### src/core/cpc_params.svh
// Notes on behaviour
// - Each charge enable ramps the current target upward in 8 equal steps.
// - Each soft-start step lasts about 1 ms, full ramp about 7 ms.
// - Switching period is fixed at 300 kHz under all conditions.
// - Error level below ramp gives 0% duty; above ramp allows 100% duty.
// - Boot supply low over 3 cycles: high side off, low side recharges.
// - After refresh, return to full duty; refresh again only when low again.
// - Non-synchronous below the sync current threshold, synchronous otherwise.
// - Synchronous: low side on when high side off (80 ns pulse only in pack overvoltage, boot low or refresh), dead gaps of one 40 ns clock (30 ns rounded up).
// - Non-synchronous: after dead time, low side pulses about 80 ns only.
// - Boot supply low: low side limited to the 80 ns recharge pulse; no high side once refresh is set.
// - Sync threshold trips at 13 mV falling, 8 mV hysteresis rising.
// - Input current monitor grounded unless supply above 5 V and detect above 0.6 V.
// - Detect above 3.1 V: charge off, input switch off, pack switch on.
// - Input overvoltage is not latched; recovery when detect falls below 3.1 V.
// - Supply under 5 V keeps regulator, reference and selector bias off.
// - Selector protection latch clears on input sense low or supply lockout.
// - Pack switch forced off while input sense node is under 3 V.
// - High side stops within one cycle when pack voltage exceeds 104%.
// - High side stays off after overvoltage until pack voltage under 102%.
// - High side off while current exceeds 145%; resumes automatically below.
// - Shutdown above 155 C, stays off until below 135 C.
// - Charge enabled only with enable low and all qualification conditions true.
`ifndef CPC_PARAMS_SVH
`define CPC_PARAMS_SVH

`define CPC_CLK_HZ 25000000
`define CPC_SW_HZ 300000
`define CPC_SW_CYC (`CPC_CLK_HZ / `CPC_SW_HZ)
`define CPC_DEAD_NS 30
`define CPC_DEAD_CYC (((`CPC_DEAD_NS * 25) + 999) / 1000)
`define CPC_LPULSE_NS 80
`define CPC_LPULSE_CYC ((`CPC_LPULSE_NS * 25) / 1000)
`define CPC_STEP_US 1000
`define CPC_STEP_CYC (`CPC_STEP_US * 25)
`define CPC_SS_STEPS 8
`define CPC_BOOT_CYCLES 3
`define CPC_DET_MS 700
`define CPC_DET_CYC (`CPC_DET_MS * 25000)

`define CPC_OFF_CTRL 32'h0000_0000
`define CPC_OFF_STAT 32'h0000_0004
`define CPC_OFF_CHG 32'h0000_0008
`define CPC_CTRL_RST 32'h0000_0000

`endif

### src/core/cpc_pkg.sv
package cpc_pkg;
	typedef enum logic [2:0] {PH_IDLE, PH_HIGH, PH_DEAD1, PH_LOW, PH_DEAD2, PH_REST} cpc_phase_t;
	typedef enum logic [1:0] {RESP_OKAY = 2'b00, RESP_SLVERR = 2'b10} cpc_resp_t;
endpackage : cpc_pkg

### src/core/cpc_top.sv
`timescale 1ns/1ps
`include "cpc_params.svh"
module cpc_top import cpc_pkg::*; #(
	parameter int STEP_CYC = `CPC_STEP_CYC,
	parameter int DET_CYC = `CPC_DET_CYC,
	parameter int SW_CYC = `CPC_SW_CYC,
	parameter int DAC_W = 8
) (
	// Clock, reset, enable
	input wire logic aclk,
	input wire logic aresetn,
	input wire logic clk_en,
	// Comparator inputs (asynchronous)
	input wire logic boot_supply_low,
	input wire logic error_amp_above_ramp,
	input wire logic sense_above_sync_trip,
	input wire logic sense_above_sync_return,
	input wire logic main_supply_above_5v,
	input wire logic main_supply_above_supply_undervoltage_lockout,
	input wire logic adapter_detect_above_0v6,
	input wire logic adapter_detect_above_2v4,
	input wire logic adapter_detect_above_3v1,
	input wire logic adapter_above_pack,
	input wire logic input_sense_high_above_3v,
	input wire logic pack_above_104,
	input wire logic pack_above_102,
	input wire logic charge_above_145,
	input wire logic die_above_155,
	input wire logic die_above_135,
	input wire logic temp_qualified,
	input wire logic charge_enable_n,
	// Gate drives and analog controls
	output logic high_side_gate,
	output logic low_side_gate,
	output logic input_switch_gate,
	output logic pack_switch_gate,
	output logic input_current_monitor_en,
	output logic gate_drive_regulator_en,
	output logic [DAC_W-1:0] charge_target,
	output logic sync_mode,
	// AXI4-Lite slave
	input wire logic [7:0] s_axi_awaddr,
	input wire logic s_axi_awvalid,
	output logic s_axi_awready,
	input wire logic [31:0] s_axi_wdata,
	input wire logic [3:0] s_axi_wstrb,
	input wire logic s_axi_wvalid,
	output logic s_axi_wready,
	output logic [1:0] s_axi_bresp,
	output logic s_axi_bvalid,
	input wire logic s_axi_bready,
	input wire logic [7:0] s_axi_araddr,
	input wire logic s_axi_arvalid,
	output logic s_axi_arready,
	output logic [31:0] s_axi_rdata,
	output logic [1:0] s_axi_rresp,
	output logic s_axi_rvalid,
	input wire logic s_axi_rready
);
	localparam int NIN = 17;
	localparam int SW_W = 16;
	localparam int ST_W = 25;
	localparam int DT_W = 25;

	// ---------------------------------------------------------------
	// Input synchronisers
	// ---------------------------------------------------------------
	logic [NIN-1:0] raw;
	logic [NIN-1:0] sync1_ff;
	logic [NIN-1:0] sync2_ff;
	assign raw = {boot_supply_low, error_amp_above_ramp, sense_above_sync_trip,
		sense_above_sync_return, main_supply_above_5v, main_supply_above_supply_undervoltage_lockout,
		adapter_detect_above_0v6, adapter_detect_above_2v4, adapter_detect_above_3v1,
		adapter_above_pack, input_sense_high_above_3v, pack_above_104, pack_above_102,
		charge_above_145, die_above_155, die_above_135, temp_qualified};
	genvar gi;
	generate
		for (gi = 0; gi < NIN; gi++) begin : g_sync
			always_ff @(posedge aclk) begin
				if (!aresetn) begin
					sync1_ff[gi] <= 1'b0;
					sync2_ff[gi] <= 1'b0;
				end else if (clk_en) begin
					sync1_ff[gi] <= raw[gi];
					sync2_ff[gi] <= sync1_ff[gi];
				end
			end
		end
	endgenerate
	logic boot_low, ea_hi, trip_hi, ret_hi, sup5, supuv, ad06, ad24, ad31;
	logic ad_gt_pk, ins3, pk104, pk102, oc145, t155, t135, tq;
	assign {boot_low, ea_hi, trip_hi, ret_hi, sup5, supuv, ad06, ad24, ad31,
		ad_gt_pk, ins3, pk104, pk102, oc145, t155, t135, tq} = sync2_ff;
	logic en_n_s1_ff, en_n_s2_ff;
	always_ff @(posedge aclk) begin
		if (!aresetn) begin
			en_n_s1_ff <= 1'b1;
			en_n_s2_ff <= 1'b1;
		end else if (clk_en) begin
			en_n_s1_ff <= charge_enable_n;
			en_n_s2_ff <= en_n_s1_ff;
		end
	end

	// ---------------------------------------------------------------
	// Registers
	// ---------------------------------------------------------------
	logic [31:0] ctrl_ff;
	logic [DAC_W-1:0] prog_current;
	logic sw_inhibit;
	assign prog_current = ctrl_ff[DAC_W-1:0];
	assign sw_inhibit = ctrl_ff[31];

	// ---------------------------------------------------------------
	// Adapter qualification and protections
	// ---------------------------------------------------------------
	logic [DT_W-1:0] det_cnt_ff;
	logic det_done_ff;
	always_ff @(posedge aclk) begin
		if (!aresetn) begin
			det_cnt_ff <= '0;
			det_done_ff <= 1'b0;
		end else if (clk_en) begin
			if (!ad24 || !supuv) begin
				det_cnt_ff <= '0;
				det_done_ff <= 1'b0;
			end else if (det_cnt_ff == DT_W'(DET_CYC - 1)) begin
				det_done_ff <= 1'b1;
			end else begin
				det_cnt_ff <= det_cnt_ff + DT_W'(1);
			end
		end
	end

	logic ovp_bat_ff, thermal_shutdown_ff, sync_ff, bbm_latch_ff;
	always_ff @(posedge aclk) begin
		if (!aresetn) begin
			ovp_bat_ff <= 1'b0;
			thermal_shutdown_ff <= 1'b0;
		end else if (clk_en) begin
			if (pk104)
				ovp_bat_ff <= 1'b1;
			else if (!pk102)
				ovp_bat_ff <= 1'b0;
			if (t155)
				thermal_shutdown_ff <= 1'b1;
			else if (!t135)
				thermal_shutdown_ff <= 1'b0;
		end
	end

	always_ff @(posedge aclk) begin
		if (!aresetn)
			sync_ff <= 1'b0;
		else if (clk_en) begin
			if (!trip_hi)
				sync_ff <= 1'b0;
			else if (ret_hi)
				sync_ff <= 1'b1;
		end
	end
	assign sync_mode = sync_ff;

	logic chg_ok;
	assign chg_ok = !en_n_s2_ff && supuv && sup5 && ad24 && ad_gt_pk && det_done_ff
		&& !ad31 && !thermal_shutdown_ff && tq && !sw_inhibit;

	// Selector: latch set once adapter path connected; cleared by low sense or lockout
	always_ff @(posedge aclk) begin
		if (!aresetn)
			bbm_latch_ff <= 1'b0;
		else if (clk_en) begin
			if (!ins3 || !supuv)
				bbm_latch_ff <= 1'b0;
			else if (det_done_ff && !ad31)
				bbm_latch_ff <= 1'b1;
		end
	end
	always_ff @(posedge aclk) begin
		if (!aresetn) begin
			input_switch_gate <= 1'b0;
			pack_switch_gate <= 1'b0;
			input_current_monitor_en <= 1'b0;
			gate_drive_regulator_en <= 1'b0;
		end else if (clk_en) begin
			input_switch_gate <= sup5 && det_done_ff && !ad31;
			pack_switch_gate <= sup5 && ins3 && (ad31 || !bbm_latch_ff);
			input_current_monitor_en <= sup5 && ad06;
			gate_drive_regulator_en <= sup5 && ad06 && !en_n_s2_ff;
		end
	end

	// ---------------------------------------------------------------
	// Soft start
	// ---------------------------------------------------------------
	logic [ST_W-1:0] step_cnt_ff;
	logic [3:0] step_ff;
	logic chg_on_ff;
	always_ff @(posedge aclk) begin
		if (!aresetn) begin
			step_cnt_ff <= '0;
			step_ff <= 4'h0;
			chg_on_ff <= 1'b0;
			charge_target <= '0;
		end else if (clk_en) begin
			chg_on_ff <= chg_ok;
			if (!chg_ok) begin
				step_cnt_ff <= '0;
				step_ff <= 4'h0;
				charge_target <= '0;
			end else if (!chg_on_ff) begin
				step_ff <= 4'h1;
				step_cnt_ff <= '0;
			end else begin
				charge_target <= DAC_W'((32'(prog_current) * 32'(step_ff)) / `CPC_SS_STEPS);
				if (step_ff < 4'(`CPC_SS_STEPS)) begin
					if (step_cnt_ff == ST_W'(STEP_CYC - 1)) begin
						step_cnt_ff <= '0;
						step_ff <= step_ff + 4'h1;
					end else
						step_cnt_ff <= step_cnt_ff + ST_W'(1);
				end
			end
		end
	end

	// ---------------------------------------------------------------
	// PWM sequencer
	// ---------------------------------------------------------------
	logic [SW_W-1:0] per_cnt_ff;
	logic [SW_W-1:0] ph_cnt_ff;
	logic [1:0] boot_cyc_ff;
	logic refresh_ff;
	cpc_phase_t ph_ff;
	logic cyc_start, hs_allow, refresh_set;
	assign cyc_start = (per_cnt_ff == SW_W'(SW_CYC - 1));
	// Refresh and shutdown take effect on the edge that sets their flags, not one later
	assign refresh_set = cyc_start && boot_low && (boot_cyc_ff == 2'(`CPC_BOOT_CYCLES));
	assign hs_allow = chg_on_ff && !ovp_bat_ff && !pk104 && !oc145 && !thermal_shutdown_ff && !t155
		&& !refresh_ff && !refresh_set;

	always_ff @(posedge aclk) begin
		if (!aresetn)
			per_cnt_ff <= '0;
		else if (clk_en)
			per_cnt_ff <= cyc_start ? '0 : per_cnt_ff + SW_W'(1);
	end

	always_ff @(posedge aclk) begin
		if (!aresetn) begin
			boot_cyc_ff <= 2'h0;
			refresh_ff <= 1'b0;
		end else if (clk_en && cyc_start) begin
			if (!boot_low) begin
				boot_cyc_ff <= 2'h0;
				refresh_ff <= 1'b0;
			end else if (boot_cyc_ff == 2'(`CPC_BOOT_CYCLES)) begin
				refresh_ff <= 1'b1;
			end else
				boot_cyc_ff <= boot_cyc_ff + 2'h1;
		end
	end

	always_ff @(posedge aclk) begin
		if (!aresetn) begin
			ph_ff <= PH_IDLE;
			ph_cnt_ff <= '0;
		end else if (clk_en) begin
			ph_cnt_ff <= ph_cnt_ff + SW_W'(1);
			if (cyc_start) begin
				ph_cnt_ff <= '0;
				if (!chg_on_ff || thermal_shutdown_ff)
					ph_ff <= PH_IDLE;
				else if (hs_allow && ea_hi)
					ph_ff <= PH_HIGH;
				else
					ph_ff <= PH_DEAD1;
			end else begin
				case (ph_ff)
					PH_HIGH: begin
						if (!ea_hi || !hs_allow || pk104) begin
							ph_ff <= PH_DEAD1;
							ph_cnt_ff <= '0;
						end
					end
					PH_DEAD1: begin
						if (ph_cnt_ff >= SW_W'(`CPC_DEAD_CYC - 1)) begin
							ph_ff <= PH_LOW;
							ph_cnt_ff <= '0;
						end
					end
					PH_LOW: begin
						if (!sync_ff || refresh_ff || boot_low || ovp_bat_ff) begin
							if (ph_cnt_ff >= SW_W'(`CPC_LPULSE_CYC - 1))
								ph_ff <= PH_REST;
						end else if (per_cnt_ff >= SW_W'(SW_CYC - 1 - `CPC_DEAD_CYC))
							ph_ff <= PH_DEAD2;
					end
					PH_DEAD2: ph_ff <= PH_DEAD2;
					PH_REST: ph_ff <= PH_REST;
					default: ph_ff <= PH_IDLE;
				endcase
			end
		end
	end
	// Low-side pulse after each high-side phase that ends within its period, so the boot cap refills
	assign high_side_gate = (ph_ff == PH_HIGH);
	assign low_side_gate = (ph_ff == PH_LOW);

	// ---------------------------------------------------------------
	// AXI4-Lite slave
	// ---------------------------------------------------------------
	logic [7:0] aw_ff;
	logic aw_got_ff, w_got_ff;
	logic [31:0] wd_ff;
	logic [3:0] ws_ff;
	assign s_axi_awready = !aw_got_ff && !s_axi_bvalid;
	assign s_axi_wready = !w_got_ff && !s_axi_bvalid;
	always_ff @(posedge aclk) begin
		if (!aresetn) begin
			aw_got_ff <= 1'b0;
			w_got_ff <= 1'b0;
			aw_ff <= 8'h00;
			wd_ff <= 32'h0000_0000;
			ws_ff <= 4'h0;
			s_axi_bvalid <= 1'b0;
			s_axi_bresp <= 2'b00;
			ctrl_ff <= `CPC_CTRL_RST;
		end else if (clk_en) begin
			if (s_axi_awvalid && s_axi_awready) begin
				aw_ff <= s_axi_awaddr;
				aw_got_ff <= 1'b1;
			end
			if (s_axi_wvalid && s_axi_wready) begin
				wd_ff <= s_axi_wdata;
				ws_ff <= s_axi_wstrb;
				w_got_ff <= 1'b1;
			end
			if (aw_got_ff && w_got_ff) begin
				aw_got_ff <= 1'b0;
				w_got_ff <= 1'b0;
				s_axi_bvalid <= 1'b1;
				if (32'(aw_ff) == `CPC_OFF_CTRL) begin
					for (int b = 0; b < 4; b++)
						if (ws_ff[b])
							ctrl_ff[b*8 +: 8] <= wd_ff[b*8 +: 8];
					s_axi_bresp <= RESP_OKAY;
				end else if (32'(aw_ff) == `CPC_OFF_STAT || 32'(aw_ff) == `CPC_OFF_CHG)
					s_axi_bresp <= RESP_OKAY;
				else
					s_axi_bresp <= RESP_SLVERR;
			end else if (s_axi_bvalid && s_axi_bready)
				s_axi_bvalid <= 1'b0;
		end
	end

	logic [31:0] stat_word;
	assign stat_word = {20'h00000, sync_ff, refresh_ff, thermal_shutdown_ff, ovp_bat_ff, oc145, ad31,
		det_done_ff, chg_on_ff, step_ff};
	assign s_axi_arready = !s_axi_rvalid;
	always_ff @(posedge aclk) begin
		if (!aresetn) begin
			s_axi_rvalid <= 1'b0;
			s_axi_rdata <= 32'h0000_0000;
			s_axi_rresp <= 2'b00;
		end else if (clk_en) begin
			if (s_axi_arvalid && s_axi_arready) begin
				s_axi_rvalid <= 1'b1;
				s_axi_rresp <= RESP_OKAY;
				if (32'(s_axi_araddr) == `CPC_OFF_CTRL)
					s_axi_rdata <= ctrl_ff;
				else if (32'(s_axi_araddr) == `CPC_OFF_STAT)
					s_axi_rdata <= stat_word;
				else if (32'(s_axi_araddr) == `CPC_OFF_CHG)
					s_axi_rdata <= 32'(charge_target);
				else begin
					s_axi_rdata <= 32'h0000_0000;
					s_axi_rresp <= RESP_SLVERR;
				end
			end else if (s_axi_rvalid && s_axi_rready)
				s_axi_rvalid <= 1'b0;
		end
	end

	// ---------------------------------------------------------------
	// Assertions
	// ---------------------------------------------------------------
	property p_no_overlap;
		@(posedge aclk) disable iff (!aresetn) !(high_side_gate && low_side_gate);
	endproperty
	a_no_overlap: assert property (p_no_overlap) else $error("both gates on");
	property p_dead_gap;
		@(posedge aclk) disable iff (!aresetn)
		clk_en && $fell(high_side_gate) |-> !low_side_gate;
	endproperty
	a_dead_gap: assert property (p_dead_gap) else $error("no dead time");
	property p_ovp_hs;
		@(posedge aclk) disable iff (!aresetn) ovp_bat_ff |-> !high_side_gate;
	endproperty
	a_ovp_hs: assert property (p_ovp_hs) else $error("high side in overvoltage");
	property p_oc_hs;
		@(posedge aclk) disable iff (!aresetn) clk_en && oc145 |=> !high_side_gate;
	endproperty
	a_oc_hs: assert property (p_oc_hs) else $error("high side in overcurrent");
	property p_thermal_shutdown;
		@(posedge aclk) disable iff (!aresetn) thermal_shutdown_ff |-> !high_side_gate;
	endproperty
	a_thermal_shutdown: assert property (p_thermal_shutdown) else $error("switching in shutdown");
	property p_input_overvoltage;
		@(posedge aclk) disable iff (!aresetn)
		clk_en && ad31 |=> !input_switch_gate && !chg_on_ff;
	endproperty
	a_input_overvoltage: assert property (p_input_overvoltage) else $error("overvoltage not handled");
	property p_mon;
		@(posedge aclk) disable iff (!aresetn)
		clk_en && !sup5 |=> !input_current_monitor_en && !gate_drive_regulator_en;
	endproperty
	a_mon: assert property (p_mon) else $error("bias active at low supply");
	property p_pack_off;
		@(posedge aclk) disable iff (!aresetn) clk_en && !ins3 |=> !pack_switch_gate;
	endproperty
	a_pack_off: assert property (p_pack_off) else $error("pack switch on");
	property p_refresh;
		@(posedge aclk) disable iff (!aresetn) refresh_ff |-> !high_side_gate;
	endproperty
	a_refresh: assert property (p_refresh) else $error("high side in refresh");
	property p_step;
		@(posedge aclk) disable iff (!aresetn) step_ff <= 4'(`CPC_SS_STEPS);
	endproperty
	a_step: assert property (p_step) else $error("step overflow");
	c_hs: cover property (@(posedge aclk) $rose(high_side_gate));
	c_ss_done: cover property (@(posedge aclk) step_ff == 4'(`CPC_SS_STEPS));
	c_sync: cover property (@(posedge aclk) sync_ff && low_side_gate);
	c_refresh: cover property (@(posedge aclk) $rose(refresh_ff));
endmodule : cpc_top

### config.mk
export PLATFORM = sky130hd
export DESIGN_NAME = cpc_top
export DESIGN_NICKNAME = d
export VERILOG_FILES = /design/src/core/cpc_pkg.sv /design/src/core/cpc_top.sv
export VERILOG_INCLUDE_DIRS = /design/src /design/src/core
export SDC_FILE = /design/constraint.sdc
export NUM_CORES = 1
export LEC_CHECK = 0
export ABC_CLOCK_PERIOD_IN_PS = 3200
export BUFFER_PORTS_ARGS = -buffer_cell sky130_fd_sc_hd__buf_2
export CAP_MARGIN = 30
export CORE_MARGIN = 5
export CORE_UTILIZATION = 53
export CTS_CLUSTER_DIAMETER = 80
export DETAILED_ROUTE_END_ITERATION = 12
export GPL_ROUTABILITY_DRIVEN = 1
export PLACE_DENSITY = 0.82
export SLEW_MARGIN = 20
export SYNTH_ARGS = -nofsm -noshare
export SYNTH_HDL_FRONTEND = slang
export SYNTH_SLANG_ARGS = --single-unit
### constraint.sdc
create_clock -name aclk -period 3.2 [get_ports aclk]
set_input_delay 0.32 -clock aclk [delete_from_list [all_inputs] [get_ports aclk]]
set_output_delay 0.32 -clock aclk [all_outputs]
set_load 0.05 [all_outputs]
==> results.sh <==
export IMPL_status="finished clean"
export IMPL_crit_path_max_fanout=6
export IMPL_first_global_vias=9496
export IMPL_synth_most_common_cell="dfxtp_1"
export IMPL_synthFlopType="dfxtp_1"
export IMPL_coreArea_sq_mm=0.02176
export IMPL_fp_row_count=54
export IMPL_cts_setup_buffers=0
export IMPL_htree_num_levels=1
export IMPL_fin_area_sq_mm=0.01342
export IMPL_p_leak_nw=5.175
export IMPL_finClkSkew_ps=22.23
export IMPL_critical_path_endpoint_type="flip-flop"
export IMPL_synth_top_area_share_pct=44.66
export IMPL_diodes=0
export IMPL_synth_edf_count=0
export IMPL_cts_root_buf="clkbuf_16"
export IMPL_clkSinkCount=260
export IMPL_cts_tree="yes"
export IMPL_grt_max_degree=159
export IMPL_powerDensity_mw_per_mm2=502.5
export IMPL_worst_slew_pin_transition_ps=762.0
export IMPL_crit_start="step_ff[3]$_SDFFE_PN0P_"
export IMPL_grt_busiest_layer="met2"
export IMPL_dr_total_vias=10008
export IMPL_grt_overflow_total=0
export IMPL_cp_arrival_ps=3450
export IMPL_place_area_sq_mm=0.01256
export IMPL_ys_seq_elements=260
export IMPL_wire_per_inst_microns=15.37
export IMPL_synth_top_area_cell="dfxtp_1"
export IMPL_use_met1_pct=28.02
export IMPL_post_synth_inst_count=1395
export IMPL_post_drt_via_cell_ratio=5.563
export IMPL_drt_first_iter_violations=751
export IMPL_setup_viol=0
export IMPL_dp_slack_ps=8.157
export IMPL_worstHoldStart="s_axi_wdata[13]"
export IMPL_port_buffers=131
export IMPL_numCtsBuffers=26
export IMPL_synth_cell_area_sq_mm=0.01165
export IMPL_layout_nets=1617
export IMPL_cts_buffer_depth=3
export IMPL_post_route_util_pct=61.67
export IMPL_rsz0062_at_grt="true"
export IMPL_setup_slack_ps=151.4
export IMPL_r2r_start="step_ff[3]$_SDFFE_PN0P_"
export IMPL_finalWirelength_microns=27650
export IMPL_drt_first_pass_iters=5
export IMPL_ios=134
export IMPL_grt_usage_pct=21.59
export IMPL_drive_gt1_share_pct=14.81
export IMPL_cp_required_ps=3600
export IMPL_fin_crit_ps=3049
export IMPL_maxCapViolCount=0
export IMPL_die_w_microns=158.3
export IMPL_worstSetupStartpointType="flip-flop"
export IMPL_avgSynthCellArea_sq_um=8.354
export IMPL_synth_cell_types=68
export IMPL_hp_class="in -> reg"
export IMPL_slew_violations=0
export IMPL_yosys_warnings=0
export IMPL_met2_usage_pct=36.43
export IMPL_ys_seq_area_share_pct=44.66
export IMPL_drc_errors=0
export IMPL_drtAntennaViolNets=0
export IMPL_ys_top_cells_by_count="260 x dfxtp_1, 235 x nand2_1, 146 x a21oi_1"
export IMPL_die_area_sq_mm=0.02505
export IMPL_synthArstFlopShare_pct=0
export IMPL_use_met3_pct=4.077
export IMPL_synth_area_leaders="dfxtp_1 45%, nand2_1 7.6%, a21oi_1 6.3%, nor2_1 4.5%, nand3_1 4.2%"
export IMPL_die_y_microns=158.3
export IMPL_clk_latency_ps=530
export IMPL_antenna_found_initial=2
export IMPL_peakVddDrop_v=0.0004247
export IMPL_place_congestion=0.9377
export IMPL_fin_crit_sh_pct=95.27
export IMPL_slew_limit_headroom_pct=48.82
export IMPL_hold_violations=0
export IMPL_grt_first_pass_wirelength_microns=45370
export IMPL_dp_hpwl_microns=19380
export IMPL_area_delta_synth_final_pct=15.14
export IMPL_crit_type="reg -> reg"
export IMPL_start_util_pct=53.57
export IMPL_fmax_mhz=328.0
export IMPL_cts_clk_slew_worst_paths_ps=60
through the flow:
step	power (mW)	hold slack, ps	TNS, ps	instances
floorplan	3.700	433.8	0	1396
global placement	3.826	439.9	0	1755
detailed placement	3.839	441.9	0	1755
CTS	6.784	2.021	0	1799
global route	6.975	13.61	-27.74	1799
finish	6.743	18.52	0	1799
state kept, by name (all words and copies together) (netlist names), 2 cells and up:
name,cells
step_ff,4
det_cnt_ff,25
aw_ff,8
boot_cyc_ff,2
wd_ff,32
s_axi_rdata,32
charge_target,8
ph_cnt_ff,16
per_cnt_ff,16
sync1_ff,17
step_cnt_ff,25
ph_ff,3
ws_ff,4
ctrl_ff,32
per-layer routing:
layer / wire length [microns] / part of all wire, % / vias up
li1: - / - / 4987
met1: 11980 / 43 / 4708
met2: 13320 / 48 / 250
met3: 1525 / 5.5 / 59
met4: 799 / 2.9 / 4
met5: 15 / 0.054 / -
critical path, cell delays in order (launching register included):
cell      delay [ps]
dfxtp_4          360
and2_1           150
fa_1             540
inv_1             60
fa_1             530
inv_1             40
ha_1             290
buf_4            140
a21oi_1          120
o21ai_1          170
a211oi_2         270
xor2_1           160
o21ai_1           90
cells by family (layout without fill, tap and decap cells):
kind of cell | Yosys count | in the layout | share of synthesized area [%]
flip-flops | 260 | 260 | 44.66
adder cells (fa/ha/maj) | 36 | 36 | 4.638
buffers and inverters | 119 | 242 | 4.123
other | 1 | 2 | 0.03218
XOR/XNOR | 67 | 67 | 5.035
AO/OA/AOI/OAI | 226 | 226 | 10.92
AND/OR/NAND/NOR | 631 | 631 | 25.79
multiplexers | 55 | 55 | 4.799
layout make-up:
class	instances	area, sq um
fill	1850	8338
multi-input combinational	1017	6020
sequential	260	5216
timing repair buffer	151	820.8
clock buffer	36	728.2
tap	280	350.3
inverter	47	178.9
clock inverter	8	103.9
report_power, final:
group	leakage (nW)	switching, mW	internal (mW)
clock	0.407	1.23	1.74
combinational	2.66	0.267	0.142
sequential	2.11	0.0583	3.30
path summary, 6_finish.rpt:
path	to	slack [ps]	cells past startpoint
worst max register to register	charge_target[6]$_SDFFE_PN0P_	150	12
worst max-delay path	charge_target[6]$_SDFFE_PN0P_	150	12
worst min-delay path	wd_ff[13]$_SDFFE_PN0P_	20	3
worst min register to register	s_axi_rdata[11]$_SDFFE_PN0P_	450	2
timing repair:
item                       4_1_cts  5_1_grt
resized for setup                1       11
pin swaps                        0        2
setup endpoints to repair        2        4
hold buffers                     0        0
cells in the final DEF (no fill, tap or decap), types with 11 or more instances in the layout:
master     Yosys  routed
mux2i_1       48      48
clkbuf_16      0      26
nand2_1      235     235
dfxtp_1      260     255
inv_1         46      46
and2_1        27      27
xnor2_1       29      29
buf_4          4      20
xor2_1        38      38
nor3_1        20      20
fa_1          12      11
o21ai_1       12      13
nand3_1       97      97
nor2_1       140     140
nor4_1        16      16
or3_1         12      12
buf_2          9     130
o21ai_0       31      30
nand4_1       26      26
ha_1          24      24
a21oi_1      146     146
Power figures use the tool's default switching activity.
